**src/core/amsc_pkg.sv**
```systemverilog
package amsc_pkg;
   // Register indices as printed; byte address is four times the index.
   localparam logic [7:0]  STEP_SIX_IDX    = 8'h96;
   localparam logic [7:0]  STEP_SEVEN_IDX  = 8'h97;
   localparam logic [11:0] STEP_SIX_ADDR   = {2'b00, STEP_SIX_IDX, 2'b00};
   localparam logic [11:0] STEP_SEVEN_ADDR = {2'b00, STEP_SEVEN_IDX, 2'b00};
   localparam int          EN_BIT          = 15;
   localparam int          GAIN_HI         = 14;
   localparam int          GAIN_LO         = 13;
   localparam int          NEG_BIT         = 4;
   localparam int          POS_HI          = 3;
   localparam logic [15:0] STEP_SIX_RESET  = 16'h0006;
   localparam logic [15:0] STEP_SEVEN_RESET = 16'h0007;
   localparam logic [15:0] STEP_WMASK      = 16'he01f;
   localparam logic [3:0]  POS_INTERNAL    = 4'h8;
   localparam logic [1:0]  AXI_OKAY        = 2'b00;
   localparam logic [1:0]  AXI_SLVERR      = 2'b10;
   typedef enum logic [1:0] {AMSC_GAIN_1, AMSC_GAIN_2, AMSC_GAIN_4} amsc_gain_t;
   typedef enum logic [1:0] {AMSC_NEG_GROUND, AMSC_NEG_INPUT_SEVEN,
                             AMSC_NEG_AUTO} amsc_neg_t;
endpackage : amsc_pkg

```
**src/core/amsc_step_if.sv**
```systemverilog
`timescale 1ns/10ps
`default_nettype none
interface amsc_step_if;
   logic [15:0] cfg;
   logic        active;
   amsc_pkg::amsc_gain_t gain;
   amsc_pkg::amsc_neg_t  neg;
   logic [3:0]  pos;
   modport src (output cfg, input active, gain, neg, pos);
   modport dec (input cfg, output active, gain, neg, pos);
endinterface : amsc_step_if
`default_nettype wire

```
**src/core/amsc_step_config.sv**
```systemverilog
// Operation
// [RULE_01] Bit 15 includes the step in the sequencer when set.
// [RULE_02] Gain bits 14:13: 00 gain 1, 01 gain 2, 10/11 gain 4.
// [RULE_03] Bit 4 picks negative input: ground reference or input seven.
// [RULE_04] Positive codes 0000 to 0111 route external inputs zero to seven.
// [RULE_05] Positive codes 1000 and above pick internal sources.
// [RULE_06] Internal source makes negative input automatic; bit 4 ignored.
// [RULE_07] Reset: disabled, gain 00, negative 0, positive equals step number.
// [RULE_08] Next step register sits at 97h, resets to 0007h.
// [RULE_09] Bits 12:5 read zero, writes there have no effect.
// [RULE_10] Only an enabled step applies its gain and input selections.
`timescale 1ns/10ps
`default_nettype none
module amsc_step_config (
   input  wire logic                 aclk,
   input  wire logic                 aresetn,
   input  wire logic [11:0]          s_axi_awaddr,
   input  wire logic                 s_axi_awvalid,
   output logic                      s_axi_awready,
   input  wire logic [31:0]          s_axi_wdata,
   input  wire logic [3:0]           s_axi_wstrb,
   input  wire logic                 s_axi_wvalid,
   output logic                      s_axi_wready,
   output logic [1:0]                s_axi_bresp,
   output logic                      s_axi_bvalid,
   input  wire logic                 s_axi_bready,
   input  wire logic [11:0]          s_axi_araddr,
   input  wire logic                 s_axi_arvalid,
   output logic                      s_axi_arready,
   output logic [31:0]               s_axi_rdata,
   output logic [1:0]                s_axi_rresp,
   output logic                      s_axi_rvalid,
   input  wire logic                 s_axi_rready,
   input  wire logic                 step_select,
   output logic                      step_enable,
   output amsc_pkg::amsc_gain_t      step_gain_select,
   output amsc_pkg::amsc_neg_t       step_negative_input_select,
   output logic [3:0]                step_positive_input_select
);
   import amsc_pkg::*;

   ////////////////////////////////////////////////////////////////////////
   logic [15:0] six_reg, six_next, seven_reg, seven_next;
   logic        aw_reg, aw_next, w_reg, w_next, bv_reg, bv_next;
   logic [11:0] awa_reg, awa_next;
   logic [31:0] wd_reg, wd_next;
   logic [3:0]  ws_reg, ws_next;
   logic [1:0]  br_reg, br_next;
   logic        rv_reg, rv_next;
   logic        awrdy_reg, awrdy_next, wrdy_reg, wrdy_next;
   logic        arrdy_reg, arrdy_next;
   logic [31:0] rd_reg, rd_next;
   logic [1:0]  rr_reg, rr_next;
   logic        en_reg, en_next;
   amsc_gain_t  g_reg, g_next;
   amsc_neg_t   n_reg, n_next;
   logic [3:0]  p_reg, p_next;
   logic        sel_m_reg, sel_reg;

   // Byte-lane merge; reserved bits never store.
   function automatic logic [15:0] merge(input logic [15:0] old,
                                         input logic [31:0] d,
                                         input logic [3:0]  st);
      logic [15:0] v;
      v = old;
      if (st[0]) begin
         v[7:0] = d[7:0];
      end
      if (st[1]) begin
         v[15:8] = d[15:8];
      end
      return v & STEP_WMASK; // see [RULE_09]
   endfunction : merge

   function automatic logic mapped(input logic [11:0] a);
      return (a == STEP_SIX_ADDR) || (a == STEP_SEVEN_ADDR);
   endfunction : mapped

   ////////////////////////////////////////////////////////////////////////
   // Write path: address and data taken in either order.
   always_comb begin
      aw_next  = aw_reg;
      w_next   = w_reg;
      awa_next = awa_reg;
      wd_next  = wd_reg;
      ws_next  = ws_reg;
      bv_next  = bv_reg;
      br_next  = br_reg;
      six_next = six_reg;
      seven_next = seven_reg;
      if (s_axi_awvalid && !aw_reg) begin
         aw_next  = 1'b1;
         awa_next = s_axi_awaddr;
      end
      if (s_axi_wvalid && !w_reg) begin
         w_next  = 1'b1;
         wd_next = s_axi_wdata;
         ws_next = s_axi_wstrb;
      end
      if (bv_reg && s_axi_bready) begin
         bv_next = 1'b0;
      end
      if (aw_reg && w_reg && !bv_reg) begin
         aw_next = 1'b0;
         w_next  = 1'b0;
         bv_next = 1'b1;
         br_next = mapped(awa_reg) ? AXI_OKAY : AXI_SLVERR;
         if (awa_reg == STEP_SIX_ADDR) begin
            six_next = merge(six_reg, wd_reg, ws_reg);
         end
         if (awa_reg == STEP_SEVEN_ADDR) begin
            seven_next = merge(seven_reg, wd_reg, ws_reg); // see [RULE_08]
         end
      end
      // Readies are registered so that every bus output leaves a flop.
      awrdy_next = !aw_next;
      wrdy_next  = !w_next;
   end

   always_ff @(posedge aclk) begin
      if (!aresetn) begin
         aw_reg    <= 1'b0;
         w_reg     <= 1'b0;
         awa_reg   <= '0;
         wd_reg    <= '0;
         ws_reg    <= '0;
         bv_reg    <= 1'b0;
         br_reg    <= AXI_OKAY;
         six_reg   <= STEP_SIX_RESET; // see [RULE_07]
         seven_reg <= STEP_SEVEN_RESET; // see [RULE_08]
         awrdy_reg <= 1'b1;
         wrdy_reg  <= 1'b1;
      end else begin
         aw_reg    <= aw_next;
         w_reg     <= w_next;
         awa_reg   <= awa_next;
         wd_reg    <= wd_next;
         ws_reg    <= ws_next;
         bv_reg    <= bv_next;
         br_reg    <= br_next;
         six_reg   <= six_next;
         seven_reg <= seven_next;
         awrdy_reg <= awrdy_next;
         wrdy_reg  <= wrdy_next;
      end
   end

   assign s_axi_awready = awrdy_reg;
   assign s_axi_wready  = wrdy_reg;
   assign s_axi_bvalid  = bv_reg;
   assign s_axi_bresp   = br_reg;

   ////////////////////////////////////////////////////////////////////////
   // Read path: one cycle from address to data.
   always_comb begin
      rv_next = rv_reg;
      rd_next = rd_reg;
      rr_next = rr_reg;
      if (rv_reg && s_axi_rready) begin
         rv_next = 1'b0;
      end
      if (s_axi_arvalid && !rv_reg) begin
         rv_next = 1'b1;
         rr_next = mapped(s_axi_araddr) ? AXI_OKAY : AXI_SLVERR;
         if (s_axi_araddr == STEP_SIX_ADDR) begin
            rd_next = {16'h0000, six_reg}; // see [RULE_09]
         end else if (s_axi_araddr == STEP_SEVEN_ADDR) begin
            rd_next = {16'h0000, seven_reg};
         end else begin
            rd_next = '0;
         end
      end
      arrdy_next = !rv_next;
   end

   always_ff @(posedge aclk) begin
      if (!aresetn) begin
         rv_reg <= 1'b0;
         rd_reg <= '0;
         rr_reg <= AXI_OKAY;
         arrdy_reg <= 1'b1;
      end else begin
         rv_reg <= rv_next;
         rd_reg <= rd_next;
         rr_reg <= rr_next;
         arrdy_reg <= arrdy_next;
      end
   end

   assign s_axi_arready = arrdy_reg;
   assign s_axi_rvalid  = rv_reg;
   assign s_axi_rdata   = rd_reg;
   assign s_axi_rresp   = rr_reg;

   ////////////////////////////////////////////////////////////////////////
   // Sequencer-facing outputs for the step currently being converted.
   amsc_step_if six_if ();
   amsc_step_if seven_if ();
   assign six_if.cfg   = six_reg;
   assign seven_if.cfg = seven_reg;

   amsc_step_decode u_six (
      .s (six_if)
   );
   amsc_step_decode u_seven (
      .s (seven_if)
   );

   always_comb begin
      if (sel_reg) begin
         en_next = seven_if.active;
         g_next  = seven_if.gain;
         n_next  = seven_if.neg;
         p_next  = seven_if.pos;
      end else begin
         en_next = six_if.active;
         g_next  = six_if.gain;
         n_next  = six_if.neg;
         p_next  = six_if.pos;
      end
      // A disabled step is skipped, so its selections are held back.
      if (!en_next) begin // see [RULE_10]
         g_next = AMSC_GAIN_1;
         n_next = AMSC_NEG_GROUND;
         p_next = '0;
      end
   end

   always_ff @(posedge aclk) begin
      if (!aresetn) begin
         sel_m_reg <= 1'b0;
         sel_reg   <= 1'b0;
         en_reg    <= 1'b0;
         g_reg     <= AMSC_GAIN_1;
         n_reg     <= AMSC_NEG_GROUND;
         p_reg     <= '0;
      end else begin
         sel_m_reg <= step_select;
         sel_reg   <= sel_m_reg;
         en_reg    <= en_next;
         g_reg     <= g_next;
         n_reg     <= n_next;
         p_reg     <= p_next;
      end
   end

   assign step_enable                = en_reg;
   assign step_gain_select           = g_reg;
   assign step_negative_input_select = n_reg;
   assign step_positive_input_select = p_reg;
endmodule : amsc_step_config
`default_nettype wire

```
**src/core/amsc_step_decode.sv**
```systemverilog
`timescale 1ns/10ps
`default_nettype none
module amsc_step_decode (
   amsc_step_if.dec s
);
   import amsc_pkg::*;
   always_comb begin
      s.active = s.cfg[EN_BIT]; // see [RULE_01]
      case (s.cfg[GAIN_HI:GAIN_LO]) // see [RULE_02]
         2'b00:   s.gain = AMSC_GAIN_1;
         2'b01:   s.gain = AMSC_GAIN_2;
         default: s.gain = AMSC_GAIN_4;
      endcase
      s.pos = s.cfg[POS_HI:0]; // see [RULE_04] see [RULE_05]
      if (s.pos >= POS_INTERNAL) begin
         s.neg = AMSC_NEG_AUTO; // see [RULE_06]
      end else if (s.cfg[NEG_BIT]) begin
         s.neg = AMSC_NEG_INPUT_SEVEN; // see [RULE_03]
      end else begin
         s.neg = AMSC_NEG_GROUND;
      end
   end
endmodule : amsc_step_decode
`default_nettype wire

```
**config.mk**
```make
export PLATFORM = sky130hd
export DESIGN_NAME = amsc_step_config
export DESIGN_NICKNAME = d
export VERILOG_FILES = /design/src/core/amsc_pkg.sv /design/src/core/amsc_step_if.sv /design/src/core/amsc_step_config.sv /design/src/core/amsc_step_decode.sv
export SDC_FILE = /design/constraint.sdc
export NUM_CORES = 1
export LEC_CHECK = 0
export BUFFER_PORTS_ARGS = -buffer_cell sky130_fd_sc_hd__buf_2
export CORE_MARGIN = 2
export CORE_UTILIZATION = 50
export DETAILED_ROUTE_END_ITERATION = 8
export PLACE_DENSITY = 0.83
export SLEW_MARGIN = 40
export SYNTH_ARGS = -nofsm -noshare
export SYNTH_HDL_FRONTEND = slang
export SYNTH_SLANG_ARGS = --single-unit
```
**constraint.sdc**
```tcl
create_clock -name aclk -period 3.5 [get_ports aclk]
set_input_delay 0.7 -clock aclk [delete_from_list [all_inputs] [get_ports aclk]]
set_output_delay 0.7 -clock aclk [all_outputs]
set_load 0.05 [all_outputs]
```
==> impl_metrics.json, run 1 <==
{
  "outcome": "finished, final reports clean",
  "design.die.area_um2": 6220,
  "fmax_ghz": 0.587,
  "place_ws_ns": 1.58,
  "critical_path_arrival_ns": 1.00,
  "grt_util_met1_pct": 19.1,
  "syn_to_final_growth_pct": 15.6,
  "track_usage_pct": 16.8,
  "p_seq_share_pct": 48.9,
  "drive_gt1_share_pct": 23.5,
  "startpoint_type": "flop",
  "grt_pass1_vias": 1949,
  "final_hold_viol_count": 0,
  "worst_path_max_delay_cell": "dfxtp_1",
  "synth_top_area_cell": "dfxtp_1",
  "drt-initial-drc-count": 91,
  "antenna_found_initial": 0,
  "switching_share_pct": 25.4,
  "r2r-end": "seven_if.cfg[3]",
  "rsz0062_at_grt": "no",
  "nets": 435,
  "fp.dieW_um": 78.9,
  "initial_utilization_pct": 51.2,
  "synth-seq-cells": 66,
  "grt_pass1_wl_um": 8230,
  "drv_slew": 0,
  "power_frac_clock_pct": 40.0,
  "hpwl_um": 3720,
  "clkTransAtPathRegs_ns": 0.07,
  "synthArstFlopShare_pct": 0,
  "hold_path.class": "reg -> reg",
  "via_count": 2087,
  "multi_input_comb_area_um2": 1270,
  "clockBufferDepth": 2,
  "ys_seq_area_share_pct": 47.1,
  "fin_crit_ns": 1.70,
  "internal_power_mw": 1.21,
  "switchingPower_uw": 410,
  "p_leak_nw": 1.43,
  "viasPerCell": 4.71,
  "pwr_density_cell_nw_per_um2": 499,
  "combinationalPowerShare_pct": 11.0,
  "ctsHoldBuffers": 0,
  "yosysUniqueCellTypes": 31,
  "place_congestion": 0.756,
  "drt-total-wl_um": 5110,
  "netlist_instances": 309,
  "worstPathCellList": "buf_2",
  "antennaDiodeCount": 0,
  "postCtsSetupRepairBufs": 0,
  "skew_ns": 0.00620,
  "cts_tree": "built",
  "overflow": 0,
  "cts_buffers": 9,
  "ant_nets": 0,
  "grt.busiest_layer": "met2",
  "cp_max_fo": 5,
  "fin_hold_ws_ns": 0.451,
  "critPathTopFamily": "flip-flops",
  "crit_required_ns": 2.80,
  "maxCapViolations": 0,
  "cts-root-buf": "clkbuf_8",
  "path_buf_inv": 1,
  "ctsHtreeMaxLevel": 3,
  "endpoint_kind": "output port",
  "timing.rr.start": "awa_reg[0]",
  "fin_crit_sh_pct": 48.6,
  "post-route-drc-count": 0,
  "avgSynthCellArea_um2": 9.07,
  "path_class": "reg -> out",
  "core-area_um2": 5470,
  "reg2regPathDepth": 4,
  "synth_edf_count": 0,
  "hold_end": "sel_reg",
  "synth_top_area_share_pct": 47.1,
  "hold_depth": 1,
  "firstDrtPassIters": 4,
  "met2_usage_pct": 28.8,
  "yosys_warnings": 0,
  "insertion_delay_ns": 0.33,
  "worst_slew_margin_rel_pct": 53.2,
  "dieHeight_um": 78.9,
  "row_count": 27,
  "grt_max_degree": 44,
  "ctsResizeCount": 0,
  "fill_cells": 520,
  "synthTopCellsByArea": "dfxtp_1 (47%), mux2i_1 (10%), nand2_1 (9.6%)",
  "crit_path_max_incr_delay_ns": 0.38,
  "largest_reg_flops": 12,
  "ir_drop_uv": 223,
  "finalSetupViolations": 0,
  "r2r_slack_ns": 1.95,
  "seqCellArea_um2": 1320,
  "io-pin-count": 118,
  "cts_sinks": 66,
  "routedWlPerCell_um": 11.5,
  "placement.io_buffers": 65,
  "syn_area_um2": 2800,
  "grt_use_met3_pct": 4.09,
  "setup_tns_ns": 0,
  "fin_ws_ns": 1.80,
  "ys.flop_type": "dfxtp_1",
  "hold_start": "sel_m_reg",
  "worst_slew_pin_slew_ns": 0.701
}
## cells in the mapped netlist (2+ instances only)
master and n:
a21boi_0 23, a31oi_1 2, and2_1 10, and3_1 2
and3b_1 3, buf_4 28, buf_6 2, clkbuf_1 12
dfxtp_1 66, inv_1 6, mux2i_1 29, nand2_1 72
nand2b_1 4, nor2_1 11, nor2b_1 11, nor3b_1 4
o21ai_0 9, or2_2 2
## metal layers
layer,vias to the layer above,routed length (um)
met3,12,245
met4,0,94
met1,954,2250
met2,53,2520
li1,1068,-
met5,-,0
## worst max path at each step
| stage | end | depth (start not counted) | from | slack, ns |
|---|---|---|---|---|
| detailed placement | six_if.cfg[1] | 4 | aresetn | 1.58 |
| CTS | s_axi_rvalid | 1 | s_axi_rvalid | 1.79 |
| global route | s_axi_rvalid | 1 | s_axi_rvalid | 1.73 |
| floorplan | s_axi_rdata[0] | 4 | s_axi_araddr[2] | 1.90 |
| finish | s_axi_rvalid | 1 | s_axi_rvalid | 1.80 |
| global placement | six_if.cfg[1] | 4 | aresetn | 1.61 |
## stage by stage
step / power [mW] / cells / area [um2] / util [%]
floorplan: 0.966 / 334 / 2900 / -
global placement: 0.982 / 428 / 3030 / 55.4
detailed placement: 0.986 / 428 / 3030 / 55.4
CTS: 1.63 / 443 / 3240 / 59.2
global route: 1.68 / 443 / 3240 / 59.2
finish: 1.62 / 443 / 3240 / 59.2
## area by class of cell
class	count	share of cell area (%)
sequential	66	40.8
multi-input combinational	218	39.2
timing repair buffer	66	10.3
clock buffer	13	5.21
tap	72	2.78
clock inverter	2	1.08
inverter	6	0.695
## cell usage in the layout, fill, tap and decap left out
cell type	synthesis	final
a21boi_0	23	23
a31oi_1	2	2
and2_1	10	10
and3_1	2	2
and3b_1	3	3
and4_4	1	1
and4bb_2	1	1
buf_2	1	65
buf_4	28	1
bufinv_16	0	1
clkbuf_1	12	1
clkbuf_8	0	12
clkinv_2	0	1
conb_1	1	26
dfxtp_1	66	66
inv_1	6	6
mux2_2	1	1
mux2i_1	29	29
nand2_1	72	72
nand2b_1	4	4
nand3b_1	1	1
nand4_1	1	1
nor2_1	11	11
nor2b_1	11	10
nor2b_2	0	1
nor3b_1	4	4
nor4b_1	1	1
nor4b_2	1	1
nor4bb_1	1	1
o211a_1	1	1
o211ai_1	1	1
o21ai_0	9	9
or2_2	2	2
## power groups by stage
stage / Combinational (mW) / Sequential [mW] / Clock (mW)
final: 0.178 / 0.791 / 0.647
after global routing: 0.192 / 0.793 / 0.693
after detailed placement: 0.179 / 0.807 / 0
after CTS: 0.179 / 0.791 / 0.657
after global placement: 0.176 / 0.806 / 0
after floorplan: 0.143 / 0.823 / 0
## cell families after synthesis
kind of cell | count (synthesis) | share of synthesized area [%]
and+or+nand+nor | 126 | 22.1
buffers and inverters | 50 | 11.0
DFF | 66 | 47.1
AOI/OAI and AO/OA | 36 | 8.84
muxes | 30 | 10.8
other | 1 | 0.134
Note: power is estimated with default switching activity, not from simulation.
==> run 2, diff against run 1 <==
--- a/config.mk
+++ b/config.mk
@@ -7,9 +7,9 @@
 export LEC_CHECK = 0
 export BUFFER_PORTS_ARGS = -buffer_cell sky130_fd_sc_hd__buf_2
 export CORE_MARGIN = 2
-export CORE_UTILIZATION = 50
+export CORE_UTILIZATION = 47
 export DETAILED_ROUTE_END_ITERATION = 8
-export PLACE_DENSITY = 0.83
+export PLACE_DENSITY = 0.79
 export SLEW_MARGIN = 40
 export SYNTH_ARGS = -nofsm -noshare
 export SYNTH_HDL_FRONTEND = slang
==> constraint.sdc (replaced) <==
create_clock -name aclk -period 1.8 [get_ports aclk]
set_input_delay 0.36 -clock aclk [delete_from_list [all_inputs] [get_ports aclk]]
set_output_delay 0.36 -clock aclk [all_outputs]
set_load 0.05 [all_outputs]
==> run 2 against run 1 <==
Against the previous run: die area up 6.1%; highest routed layer unchanged; routed wire length grew 2.8%; final area is 2.9% higher; clock power increased to 2.5 times the previous value; total power up 120%; clock skew grew 0.0027 ns; critical path type is now reg -> reg.
==> impl_metrics.json, run 2 (synthesis results as in run 1) <==
{
  "grt_pass1_vias": 1980,
  "outcome": "finished, final reports clean",
  "grt_pass1_wl_um": 8720,
  "grt_max_degree": 32,
  "ant_nets": 0,
  "pwr_density_cell_nw_per_um2": 1060,
  "ctsHtreeMaxLevel": 3,
  "path_class": "reg -> reg",
  "fin_crit_sh_pct": 87.2,
  "critical_path_arrival_ns": 1.83,
  "largest_reg_flops": 12,
  "maxCapViolations": 0,
  "layout_commonest_cell": "nand2_1",
  "finalSetupViolations": 0,
  "fill_cells": 542,
  "track_usage_pct": 17.4,
  "dieHeight_um": 81.2,
  "viasPerCell": 4.62,
  "via_count": 2085,
  "syn_to_final_growth_pct": 18.9,
  "r2r_slack_ns": 0.23,
  "p_total_mw": 3.52,
  "routedWlPerCell_um": 11.6,
  "post-route-drc-count": 0,
  "core-area_um2": 5850,
  "fin_cells": 451,
  "drive_gt1_share_pct": 24.5,
  "antenna_found_initial": 0,
  "drt-total-wl_um": 5250,
  "nets": 439,
  "layout_common_cells": "nand2_1 (72), dfxtp_1 (66), buf_2 (65), mux2i_1 (29), conb_1 (26)",
  "cts_tree": "built",
  "ctsHoldBuffers": 0,
  "initial_utilization_pct": 47.9,
  "overflow": 0,
  "startpoint_type": "flop",
  "insertion_delay_ns": 0.34,
  "setup_tns_ns": 0,
  "clkTransAtPathRegs_ns": 0.08,
  "dp_cells": 435,
  "row_count": 28,
  "firstDrtPassIters": 4,
  "hpwl_um": 3770,
  "ctsResizeCount": 0,
  "drt-initial-drc-count": 73,
  "fin_ws_ns": 0.231,
  "postCtsSetupRepairBufs": 0,
  "reg2regPathDepth": 4,
  "antennaDiodeCount": 0,
  "hold_path.class": "in -> reg",
  "fmax_ghz": 0.637,
  "final_hold_viol_count": 0,
  "ir_drop_uv": 553,
  "design.die.area_um2": 6600,
  "crit_required_ns": 2.07,
  "place_congestion": 0.724,
  "p_leak_nw": 1.47,
  "rsz0062_at_grt": "no",
  "clockBufferDepth": 2,
  "cp_max_fo": 5,
  "skew_ns": 0.00887,
  "fp.dieW_um": 81.2,
  "cts_buffers": 9,
  "drv_slew": 0,
  "cts_sinks": 66,
  "hold_depth": 2,
  "fin_crit_ns": 1.57,
  "placement.io_buffers": 65,
  "place_ws_ns": 0.225,
  "io-pin-count": 118,
  "endpoint_kind": "flop",
  "cts-root-buf": "clkbuf_8"
}
## run 2: changes by cell type in the layout (fill, tap and decap cells not counted)
cell and delta:
buf_4 +4, bufinv_16 +3, clkbuf_1 -1, clkbuf_8 -3, clkinv_4 +1, clkinvlp_4 +1, nor2b_1 +1, nor2b_2 -1
## run 2: stage by stage
stage | utilization [%] | cell area, um2 | hold WS, ns
2_1_floorplan | - | 2900 | 0.412
3_3_place_gp | 52.4 | 3070 | 0.420
3_5_place_dp | 52.4 | 3070 | 0.432
4_1_cts | 57.0 | 3330 | 0.226
5_1_grt | 57.0 | 3330 | 0.233
6_report | 57.0 | 3330 | 0.233
## run 2: layer usage
layer / GRT usage, % / wire length (um) / part of all wire (%)
met5: 0 / 0 / 0
met2: 29.5 / 2460 / 47
met1: 19.8 / 2340 / 45
met3: 4.56 / 301 / 5.7
met4: 10.0 / 148 / 2.8
## run 2: critical path: stages, from the launching register on
cell and delay [ns]:
dfxtp_1 0.33, nor4b_2 0.27, and4_4 0.28, and3b_1 0.37, mux2i_1 0.25
## run 2: final cells by class
cell class / instances / area, um2 / area share [%]
clock buffers: 9 / 124 / 3.72
clock inverters: 7 / 141 / 4.24
well taps: 75 / 93.8 / 2.82
multi-input cells: 218 / 1270 / 38.0
flip-flops and latches: 66 / 1320 / 39.6
repair buffers: 70 / 363 / 10.9
inverters: 6 / 22.5 / 0.676
## run 2: path summary, 6_finish.rpt
kind | start | endpoint
max reg2reg | awa_reg[0] | six_if.cfg[4]
min reg2reg | sel_m_reg | sel_reg
max | awa_reg[0] | six_if.cfg[4]
min | step_select | sel_m_reg
## run 2: where the power goes
part	leakage (nW)	total, mW	internal (mW)	switching, mW
registers	0.538	1.53	1.51	0.0266
logic	0.804	0.356	0.0988	0.257
clock network	0.129	1.63	1.06	0.573
total	1.47	3.52	2.66	0.857
